[config.mk]
export PLATFORM = sky130hd
export DESIGN_NAME = dpsf_top
export DESIGN_NICKNAME = d
export VERILOG_FILES = /design/src/rtl/dpsf_pkg.sv /design/src/rtl/dpsf_sync.sv /design/src/rtl/dpsf_top.sv
export SDC_FILE = /design/constraint.sdc
export NUM_CORES = 1
export LEC_CHECK = 0
export BUFFER_PORTS_ARGS = -buffer_cell sky130_fd_sc_hd__buf_2
export CAP_MARGIN = 20
export CORE_ASPECT_RATIO = 2
export CORE_UTILIZATION = 50
export CTS_CLUSTER_SIZE = 24
export DETAILED_ROUTE_END_ITERATION = 8
export GPL_TIMING_DRIVEN = 0
export PLACE_DENSITY_LB_ADDON = 0.2
export RECOVER_POWER = 50
export SETUP_SLACK_MARGIN = 0.4
export SLEW_MARGIN = 20
export SYNTH_ARGS = -nofsm -noshare
export SYNTH_HDL_FRONTEND = slang
export SYNTH_SLANG_ARGS = --single-unit
[constraint.sdc]
create_clock -name sys_clk -period 4 [get_ports sys_clk]
set_input_delay 0.4 -clock sys_clk [delete_from_list [all_inputs] [get_ports sys_clk]]
set_output_delay 0.4 -clock sys_clk [all_outputs]
set_load 0.005 [all_outputs]
[src/rtl/dpsf_pkg.sv]
// Package with the register map, field positions and codes of the debug port status block
package dpsf_pkg;
    // ****************************************
    // Register map
    // ****************************************
    localparam int DPSF_AW = 4;
    localparam logic [3:0] DPSF_OFS_STATUS = 4'h0;
    localparam logic [3:0] DPSF_OFS_IRQ_STAT = 4'h4;
    localparam logic [3:0] DPSF_OFS_IRQ_MASK = 4'h8;
    localparam logic [31:0] DPSF_RST_WORD = 32'h0000_0000;
    localparam logic [3:0] DPSF_RST_IRQ = 4'h0;

    // ****************************************
    // Status word bit positions
    // ****************************************
    localparam int DPSF_B_ERASE_ACK = 0;
    localparam int DPSF_B_FLASH_RDY = 1;
    localparam int DPSF_B_SECURE = 2;
    localparam int DPSF_B_SYS_OUT_RST = 3;
    localparam int DPSF_B_RSVD = 4;
    localparam int DPSF_B_ERASE_EN = 5;
    localparam int DPSF_B_BACKDOOR = 6;
    localparam int DPSF_B_LP_STOP = 7;
    localparam int DPSF_B_VLP_MODE = 8;

    // ****************************************
    // Interrupt event bits
    // ****************************************
    localparam int DPSF_I_ACK = 0;
    localparam int DPSF_I_READY = 1;
    localparam int DPSF_I_SECURE = 2;
    localparam int DPSF_I_VLP = 3;

    // ****************************************
    // Stop mode select codes
    // ****************************************
    localparam logic [2:0] DPSF_STOP_VERY_LOW_POWER_STOP = 3'h2;
    localparam logic [2:0] DPSF_STOP_LLS = 3'h3;
    localparam logic [2:0] DPSF_STOP_VLLS = 3'h4;

    // ****************************************
    // Link serialiser
    // ****************************************
    localparam int DPSF_LINK_BITS = 32;
    localparam logic [4:0] DPSF_LINK_LAST = 5'h1f;
    localparam logic [4:0] DPSF_CNT_RST = 5'h00;

    typedef enum logic [1:0] {
        DPSF_LINK_IDLE = 2'b01,
        DPSF_LINK_SHIFT = 2'b10
    } dpsf_link_state_t;
endpackage

[src/rtl/dpsf_sync.sv]
// Two flip-flop synchroniser for inputs from outside the clock domain
`timescale 1ns/100ps
module dpsf_sync #(
    parameter int WIDTH = 1
) (
    input wire logic sys_clk,
    input wire logic rst,
    input wire logic [WIDTH-1:0] async_in,
    output logic [WIDTH-1:0] sync_out
);
    logic [WIDTH-1:0] meta;

    always_ff @(posedge sys_clk or posedge rst) begin
        if (rst) begin
            meta <= '0;
            sync_out <= '0;
        end else begin
            meta <= async_in;
            sync_out <= meta;
        end
    end
endmodule

[src/rtl/dpsf_top.sv]
// Debug port status word with erase acknowledge, interrupts and serial readout link
// Operation
// - Any system reset clears the mass erase acknowledge flag, bit 0.
// - Launching a mass erase also clears the acknowledge flag.
// - Acknowledge sets only once flash control has started the erase.
// - With erase disabled, a request never sets the acknowledge flag.
// - Disabled erase is not performed; in-progress stays set until system reset.
// - Bit 1 shows flash initialised, readable even while system held in reset.
// - Bit 2 shows security lock; secured denies debugger system bus access.
// - Bit 3 reads 0 in system reset, 1 out of reset.
// - Bit 5 reads 1 when mass erase is permitted, 0 otherwise.
// - Bit 6 reads 1 when backdoor key is enabled, 0 otherwise.
// - Bit 7 high when stop mode select is a low power stop mode.
// - Core_sleep_flag without deep sleep means wait; with deep sleep means stop.
// - Bit 8 is a live, non-latching very low power mode indication.
`timescale 1ns/100ps
module dpsf_top
    import dpsf_pkg::*;
(
    input wire logic sys_clk,
    input wire logic rst,
    // Register port
    input wire logic [dpsf_pkg::DPSF_AW-1:0] reg_addr,
    input wire logic [31:0] reg_wdata,
    input wire logic reg_wr,
    input wire logic reg_rd,
    output logic [31:0] reg_rdata,
    output logic irq,
    // Device state inputs
    input wire logic sys_reset,
    input wire logic flash_init_done,
    input wire logic secured,
    input wire logic erase_enable_setting,
    input wire logic backdoor_key_enable,
    input wire logic [2:0] stop_mode_select_field,
    input wire logic very_low_power_mode,
    input wire logic core_sleep_flag,
    input wire logic core_deep_sleep_flag,
    // Mass erase handshake, bus access and core sleep mode outputs
    input wire logic erase_launch,
    input wire logic flash_erase_started,
    input wire logic flash_erase_done,
    output logic erase_in_progress,
    output logic erase_request,
    output logic bus_access_allow,
    output logic core_wait_mode,
    output logic core_stop_mode,
    // Serial readout link
    input wire logic link_clk,
    input wire logic link_sel_n,
    output logic link_dout,
    output logic link_dout_oe
);
    import dpsf_pkg::*;

    logic erase_ack;
    logic lp_stop;
    logic [31:0] status_word;
    logic [3:0] irq_stat;
    logic [3:0] irq_mask;
    logic [3:0] events;
    logic [3:0] next_irq_stat;
    logic ready_d;
    logic secure_d;
    logic vlp_d;
    logic [1:0] link_sync;
    logic link_clk_d;
    logic link_sel_d;
    logic link_rise;
    logic link_start;
    logic link_stop;
    logic [31:0] shift;
    logic [4:0] bit_cnt;
    dpsf_link_state_t link_state;

    // ****************************************
    // Status word
    // ****************************************
    assign lp_stop = stop_mode_select_field inside
                     {DPSF_STOP_VERY_LOW_POWER_STOP, DPSF_STOP_LLS, DPSF_STOP_VLLS};

    always_comb begin
        status_word = DPSF_RST_WORD;
        status_word[DPSF_B_ERASE_ACK] = erase_ack;
        status_word[DPSF_B_FLASH_RDY] = flash_init_done;
        status_word[DPSF_B_SECURE] = secured;
        status_word[DPSF_B_SYS_OUT_RST] = ~sys_reset;
        status_word[DPSF_B_RSVD] = 1'b0;
        status_word[DPSF_B_ERASE_EN] = erase_enable_setting;
        status_word[DPSF_B_BACKDOOR] = backdoor_key_enable;
        status_word[DPSF_B_LP_STOP] = lp_stop;
        status_word[DPSF_B_VLP_MODE] = very_low_power_mode;
    end

    // No latch: bit 8 must follow the mode so the debugger can retune its clock
    assign bus_access_allow = ~secured;
    assign core_wait_mode = core_sleep_flag & ~core_deep_sleep_flag;
    assign core_stop_mode = core_sleep_flag & core_deep_sleep_flag;

    // ****************************************
    // Mass erase handshake
    // ****************************************
    always_ff @(posedge sys_clk or posedge rst) begin
        if (rst) begin
            erase_in_progress <= 1'b0;
        end else if (sys_reset) begin
            erase_in_progress <= 1'b0;
        end else if (erase_launch) begin
            erase_in_progress <= 1'b1;
        end else if (flash_erase_done && erase_enable_setting) begin
            erase_in_progress <= 1'b0;
        end
    end

    // Request goes out only when permitted; a refused one is never performed
    always_ff @(posedge sys_clk or posedge rst) begin
        if (rst) begin
            erase_request <= 1'b0;
        end else begin
            erase_request <= erase_launch & erase_enable_setting & ~sys_reset;
        end
    end
    always_ff @(posedge sys_clk or posedge rst) begin
        if (rst) begin
            erase_ack <= 1'b0;
        end else if (sys_reset) begin
            erase_ack <= 1'b0;
        end else if (erase_launch) begin
            erase_ack <= 1'b0;
        end else if (flash_erase_started && erase_in_progress && erase_enable_setting) begin
            erase_ack <= 1'b1;
        end
    end

    // ****************************************
    // Register port and interrupts
    // ****************************************
    always_comb begin
        events = 4'h0;
        events[DPSF_I_ACK] = ~sys_reset & ~erase_launch & flash_erase_started
                             & erase_in_progress & erase_enable_setting & ~erase_ack;
        events[DPSF_I_READY] = flash_init_done & ~ready_d;
        events[DPSF_I_SECURE] = secured ^ secure_d;
        events[DPSF_I_VLP] = very_low_power_mode ^ vlp_d;
        next_irq_stat = irq_stat;
        if (reg_wr && reg_addr == DPSF_OFS_IRQ_STAT) begin
            next_irq_stat = irq_stat & ~reg_wdata[3:0];
        end
        // Set wins over a clear in the same cycle
        next_irq_stat = next_irq_stat | events;
    end

    always_ff @(posedge sys_clk or posedge rst) begin
        if (rst) begin
            irq_stat <= DPSF_RST_IRQ;
            ready_d <= 1'b0;
            secure_d <= 1'b0;
            vlp_d <= 1'b0;
        end else begin
            irq_stat <= next_irq_stat;
            ready_d <= flash_init_done;
            secure_d <= secured;
            vlp_d <= very_low_power_mode;
        end
    end

    // Writes to the status word fall through here and change nothing
    always_ff @(posedge sys_clk or posedge rst) begin
        if (rst) begin
            irq_mask <= DPSF_RST_IRQ;
        end else if (reg_wr && reg_addr == DPSF_OFS_IRQ_MASK) begin
            irq_mask <= reg_wdata[3:0];
        end
    end

    always_ff @(posedge sys_clk or posedge rst) begin
        if (rst) begin
            irq <= 1'b0;
        end else begin
            irq <= |(next_irq_stat & irq_mask);
        end
    end

    always_ff @(posedge sys_clk or posedge rst) begin
        if (rst) begin
            reg_rdata <= 32'h0000_0000;
        end else if (reg_rd) begin
            unique case (reg_addr)
                DPSF_OFS_STATUS: reg_rdata <= status_word;
                DPSF_OFS_IRQ_STAT: reg_rdata <= {28'h0000000, irq_stat};
                DPSF_OFS_IRQ_MASK: reg_rdata <= {28'h0000000, irq_mask};
                default: reg_rdata <= 32'h0000_0000;
            endcase
        end else begin
            reg_rdata <= 32'h0000_0000;
        end
    end

    // ****************************************
    // Serial readout link
    // ****************************************
    dpsf_sync #(.WIDTH(2)) u_link_sync (
        .sys_clk(sys_clk),
        .rst(rst),
        .async_in({link_sel_n, link_clk}),
        .sync_out(link_sync)
    );

    // Reset value of select is low, so a frame is only started after a seen high
    always_ff @(posedge sys_clk or posedge rst) begin
        if (rst) begin
            link_clk_d <= 1'b0;
            link_sel_d <= 1'b0;
        end else begin
            link_clk_d <= link_sync[0];
            link_sel_d <= link_sync[1];
        end
    end

    assign link_rise = link_sync[0] & ~link_clk_d;
    assign link_start = link_sel_d & ~link_sync[1];
    assign link_stop = link_sync[1];

    always_ff @(posedge sys_clk or posedge rst) begin
        if (rst) begin
            link_state <= DPSF_LINK_IDLE;
            shift <= DPSF_RST_WORD;
            bit_cnt <= DPSF_CNT_RST;
            link_dout_oe <= 1'b0;
        end else begin
            unique case (link_state)
                DPSF_LINK_IDLE: begin
                    if (link_start) begin
                        link_state <= DPSF_LINK_SHIFT;
                        shift <= status_word;
                        bit_cnt <= DPSF_CNT_RST;
                        link_dout_oe <= 1'b1;
                    end
                end
                DPSF_LINK_SHIFT: begin
                    if (link_stop) begin
                        link_state <= DPSF_LINK_IDLE;
                        link_dout_oe <= 1'b0;
                    end else if (link_rise) begin
                        shift <= {1'b0, shift[31:1]};
                        bit_cnt <= bit_cnt + 5'h01;
                        if (bit_cnt == DPSF_LINK_LAST) begin
                            link_state <= DPSF_LINK_IDLE;
                            link_dout_oe <= 1'b0;
                        end
                    end
                end
                default: begin
                    link_state <= DPSF_LINK_IDLE;
                    link_dout_oe <= 1'b0;
                end
            endcase
        end
    end

    assign link_dout = shift[0];
endmodule

==> impl_metrics.py <==
metrics = {
    "sta": {
        "finalCriticalPeriod_ns": 2.05,
        "max_slew_margin_pct": -18.7,
        "final.setup.tns_ns": 0,
        "final.period_utilization_pct": 51.3,
        "holdWs_ns": 0.0659,
        "finalClockSkew_ns": 0.00372,
        "finalHoldViolCount": 0,
        "setup_viol": 0,
        "slew_violations": 36,
        "setup_ws_ns": 1.95,
        "rsz0062_at_grt": "no",
        "worst_pin_slew_ns": 1.78,
        "fmax_mhz": 488,
    },
    "pwr": {
        "power_mw": 0.935,
        "p_leak_nw": 1.36,
        "power.density_nw_per_um2": 365,
        "max-vdd-ir-drop_v": 0.000267,
    },
    "worst_setup_path": {
        "crit_fanout": 35,
        "crit_family": "buffers and inverters",
        "crit_required_ns": 4.07,
        "slowest_delay_ns": 1.33,
        "path_class": "primary input to async pin",
        "worstPathCellList": "buf_2, inv_1, clkbuf_1",
        "worst-r2r-cell-count": 5,
        "reg2reg_to": "shift[1]",
        "end_kind": "async pin",
        "r2r_start": "u_link_sync.sync_out[1]",
        "crit_path_start_kind": "primary input",
        "cp_slowest_cell": "clkbuf_1",
        "worstPathArrival_ns": 2.12,
        "r2r_slack_ns": 2.50,
        "critPathBufInv": 3,
    },
    "cells_and_area": {
        "fin_area_sq_um": 2560,
        "nets": 336,
        "layout_common_cells": "44 x dfrtp_1, 42 x buf_2, 25 x buf_4",
        "drive_gt1_share_pct": 30.1,
        "syn_to_final_growth_pct": 20.8,
        "layout_commonest_cell": "dfrtp_1",
        "num-fill-cells": 376,
    },
    "floorplan": {
        "die_y_microns": 94.1,
        "io_pins": 96,
        "rows": 33,
        "die_w_microns": 48.1,
        "coreArea_sq_um": 4090,
        "initial_core_util_pct": 51.9,
        "die-area_sq_um": 4520,
    },
    "drt": {
        "drt-pass1-iter-count": 5,
        "drc": 0,
        "post_drt_wl_per_cell_microns": 12.1,
        "drt_wl_total_mm": 4.02,
        "dr_total_vias": 1632,
        "post_drt_via_cell_ratio": 4.92,
        "drtIter0Drc": 26,
        "drtAntennaViolNets": 0,
    },
    "placement": {
        "portBuffers": 41,
        "dpl_cell_area_sq_um": 2500,
        "place.gp.congestion": 0.810,
        "hpwlAfterDp_mm": 3.20,
        "place_ws_ns": 2.28,
    },
    "clock_network": {
        "cts_root_buffer": "clkbuf_8",
        "htreeDepth": 2,
        "cts_setup_buffers": 0,
        "clkLatencyLatePin_ns": 0.29,
        "tritoncts": "done",
        "clkSinkCount": 45,
        "cts_made_buffers": 5,
        "cts_resized": 0,
        "clk_transition_reported_paths_ns": 0.08,
        "cts_buffer_depth": 2,
        "cts_hold_buf": 0,
    },
    "global_routing": {
        "grt_pass1_vias": 1529,
        "antenna_found_initial": 0,
        "grt_pass1_wl_mm": 6.63,
        "grt_max_degree": 36,
        "track_usage_pct": 20.9,
        "grt-ovfl-total": 0,
    },
    "synth": {
        "avgSynthCellArea_sq_um": 10.3,
        "ys_seq_elements": 45,
        "synth_top_family_by_area": "simple AND/OR/NAND/NOR gates",
        "ys_warn_count": 0,
        "synthAdderAreaFrac_pct": 1.18,
        "synth_xor_area_share_pct": 1.65,
        "ys_types": 37,
        "netlist_instances": 206,
        "synthMuxAreaShare_pct": 5.01,
        "yosysSeqAreaShare_pct": 53.1,
        "synth_compound_area_share_pct": 9.02,
        "netlist_area_sq_um": 2120,
        "synthSimpleGateAreaFrac_pct": 17.5,
    },
    "outcome": {
        "outcome": "finished with violations",
        "violations": "capacitance limit, slew limit",
    },
    "hold_path": {
        "min_path_type": "primary input to async pin",
    },
    "job": {
        "maxCapViolCount": 1,
    },
}
## cells by family (layout without fill, tap and decap cells)
logic type | Yosys count | after routing
AND/OR/NAND/NOR | 71 | 71
multiplexers | 10 | 10
buffers and inverters | 43 | 93
other | 1 | 25
adder cells (fa/ha/maj) | 2 | 2
XOR/XNOR | 4 | 4
flip-flops | 45 | 45
AO/OA/AOI/OAI | 30 | 30
## state kept, by name, indices dropped and copies added, names as in the netlist, 2 cells and up
signal	cells
bit_cnt	5
irq_mask	4
irq_stat	4
reg_rdata	8
shift	9
u_link_sync.meta	2
u_link_sync.sync_out	2
## per-layer routing
metal  global-route usage, %  part of all wire [%]
met1                    21.2                    35
met2                    36.9                    58
met3                    5.19                   5.0
met4                    9.72                   2.1
met5                       0                     0
## layout make-up
cell class / count / area [sq um] / area share [%]
buffer: 30 / 213 / 8.30
inverter: 13 / 48.8 / 1.90
clock buffer: 6 / 72.6 / 2.83
tap: 52 / 65.1 / 2.54
antenna: 1 / 2.50 / 0.0977
clock inverter: 2 / 10.0 / 0.391
sequential: 45 / 1130 / 44.0
timing repair buffer: 42 / 204 / 7.96
multi-input combinational: 141 / 820 / 32.0
## power by group
part           internal [mW]  leakage [nW]  switching (mW)
sequential             0.498         0.552          0.0263
combinational         0.0751         0.764          0.0716
clock                  0.121        0.0450           0.143
total                  0.694          1.36           0.241
## metrics by stage
step | instances | utilization, %
2_1_floorplan | 229 | -
3_3_place_gp | 322 | 60.6
3_5_place_dp | 323 | 61.1
4_1_cts | 331 | 63.1
5_1_grt | 331 | 62.6
6_report | 332 | 62.7
## how the worst max path moves through the flow
stage	startpoint	endpoint	slack [ns]	cells past startpoint
3_3_place_gp	rst	erase_in_progress	2.01	2
2_1_floorplan	reg_addr[2]	irq	2.52	5
4_1_cts	u_link_sync.sync_out[1]	shift[1]	2.48	5
3_5_place_dp	reg_addr[1]	irq	2.28	5
5_1_grt	rst	erase_in_progress	1.48	3
6_report	rst	irq	1.95	3
## cell usage after synthesis
cell type / instances / area [sq um]
nand3_1: 7 / 35.0
dfstp_2: 1 / 26.3
and3_1: 3 / 18.8
and3b_1: 1 / 8.76
nor3b_4: 1 / 18.8
and2_1: 4 / 25.0
nor2b_1: 4 / 25.0
mux2i_1: 5 / 50.1
mux2_2: 5 / 56.3
a2111o_1: 1 / 11.3
buf_4: 25 / 188
nor2b_4: 1 / 13.8
a211o_1: 2 / 17.5
conb_1: 1 / 3.75
a21oi_1: 7 / 35.0
nand4b_1: 1 / 8.76
nor2_1: 18 / 67.6
a311oi_1: 1 / 8.76
nand2_1: 20 / 75.1
and3_2: 1 / 7.51
nor4_1: 2 / 12.5
inv_1: 13 / 48.8
a31oi_1: 7 / 43.8
a22o_1: 1 / 8.76
and4bb_2: 1 / 12.5
o21ai_0: 6 / 30.0
nand3b_1: 1 / 7.51
xnor2_1: 4 / 35.0
nor3_1: 3 / 15.0
dfrtp_1: 44 / 1100
ha_1: 2 / 25.0
nor3b_1: 1 / 7.51
a21o_1: 3 / 22.5
buf_2: 5 / 25.0
o22ai_1: 1 / 6.26
nand2b_1: 2 / 12.5
o211ai_1: 1 / 7.51
Power figures use the tool's default switching activity.
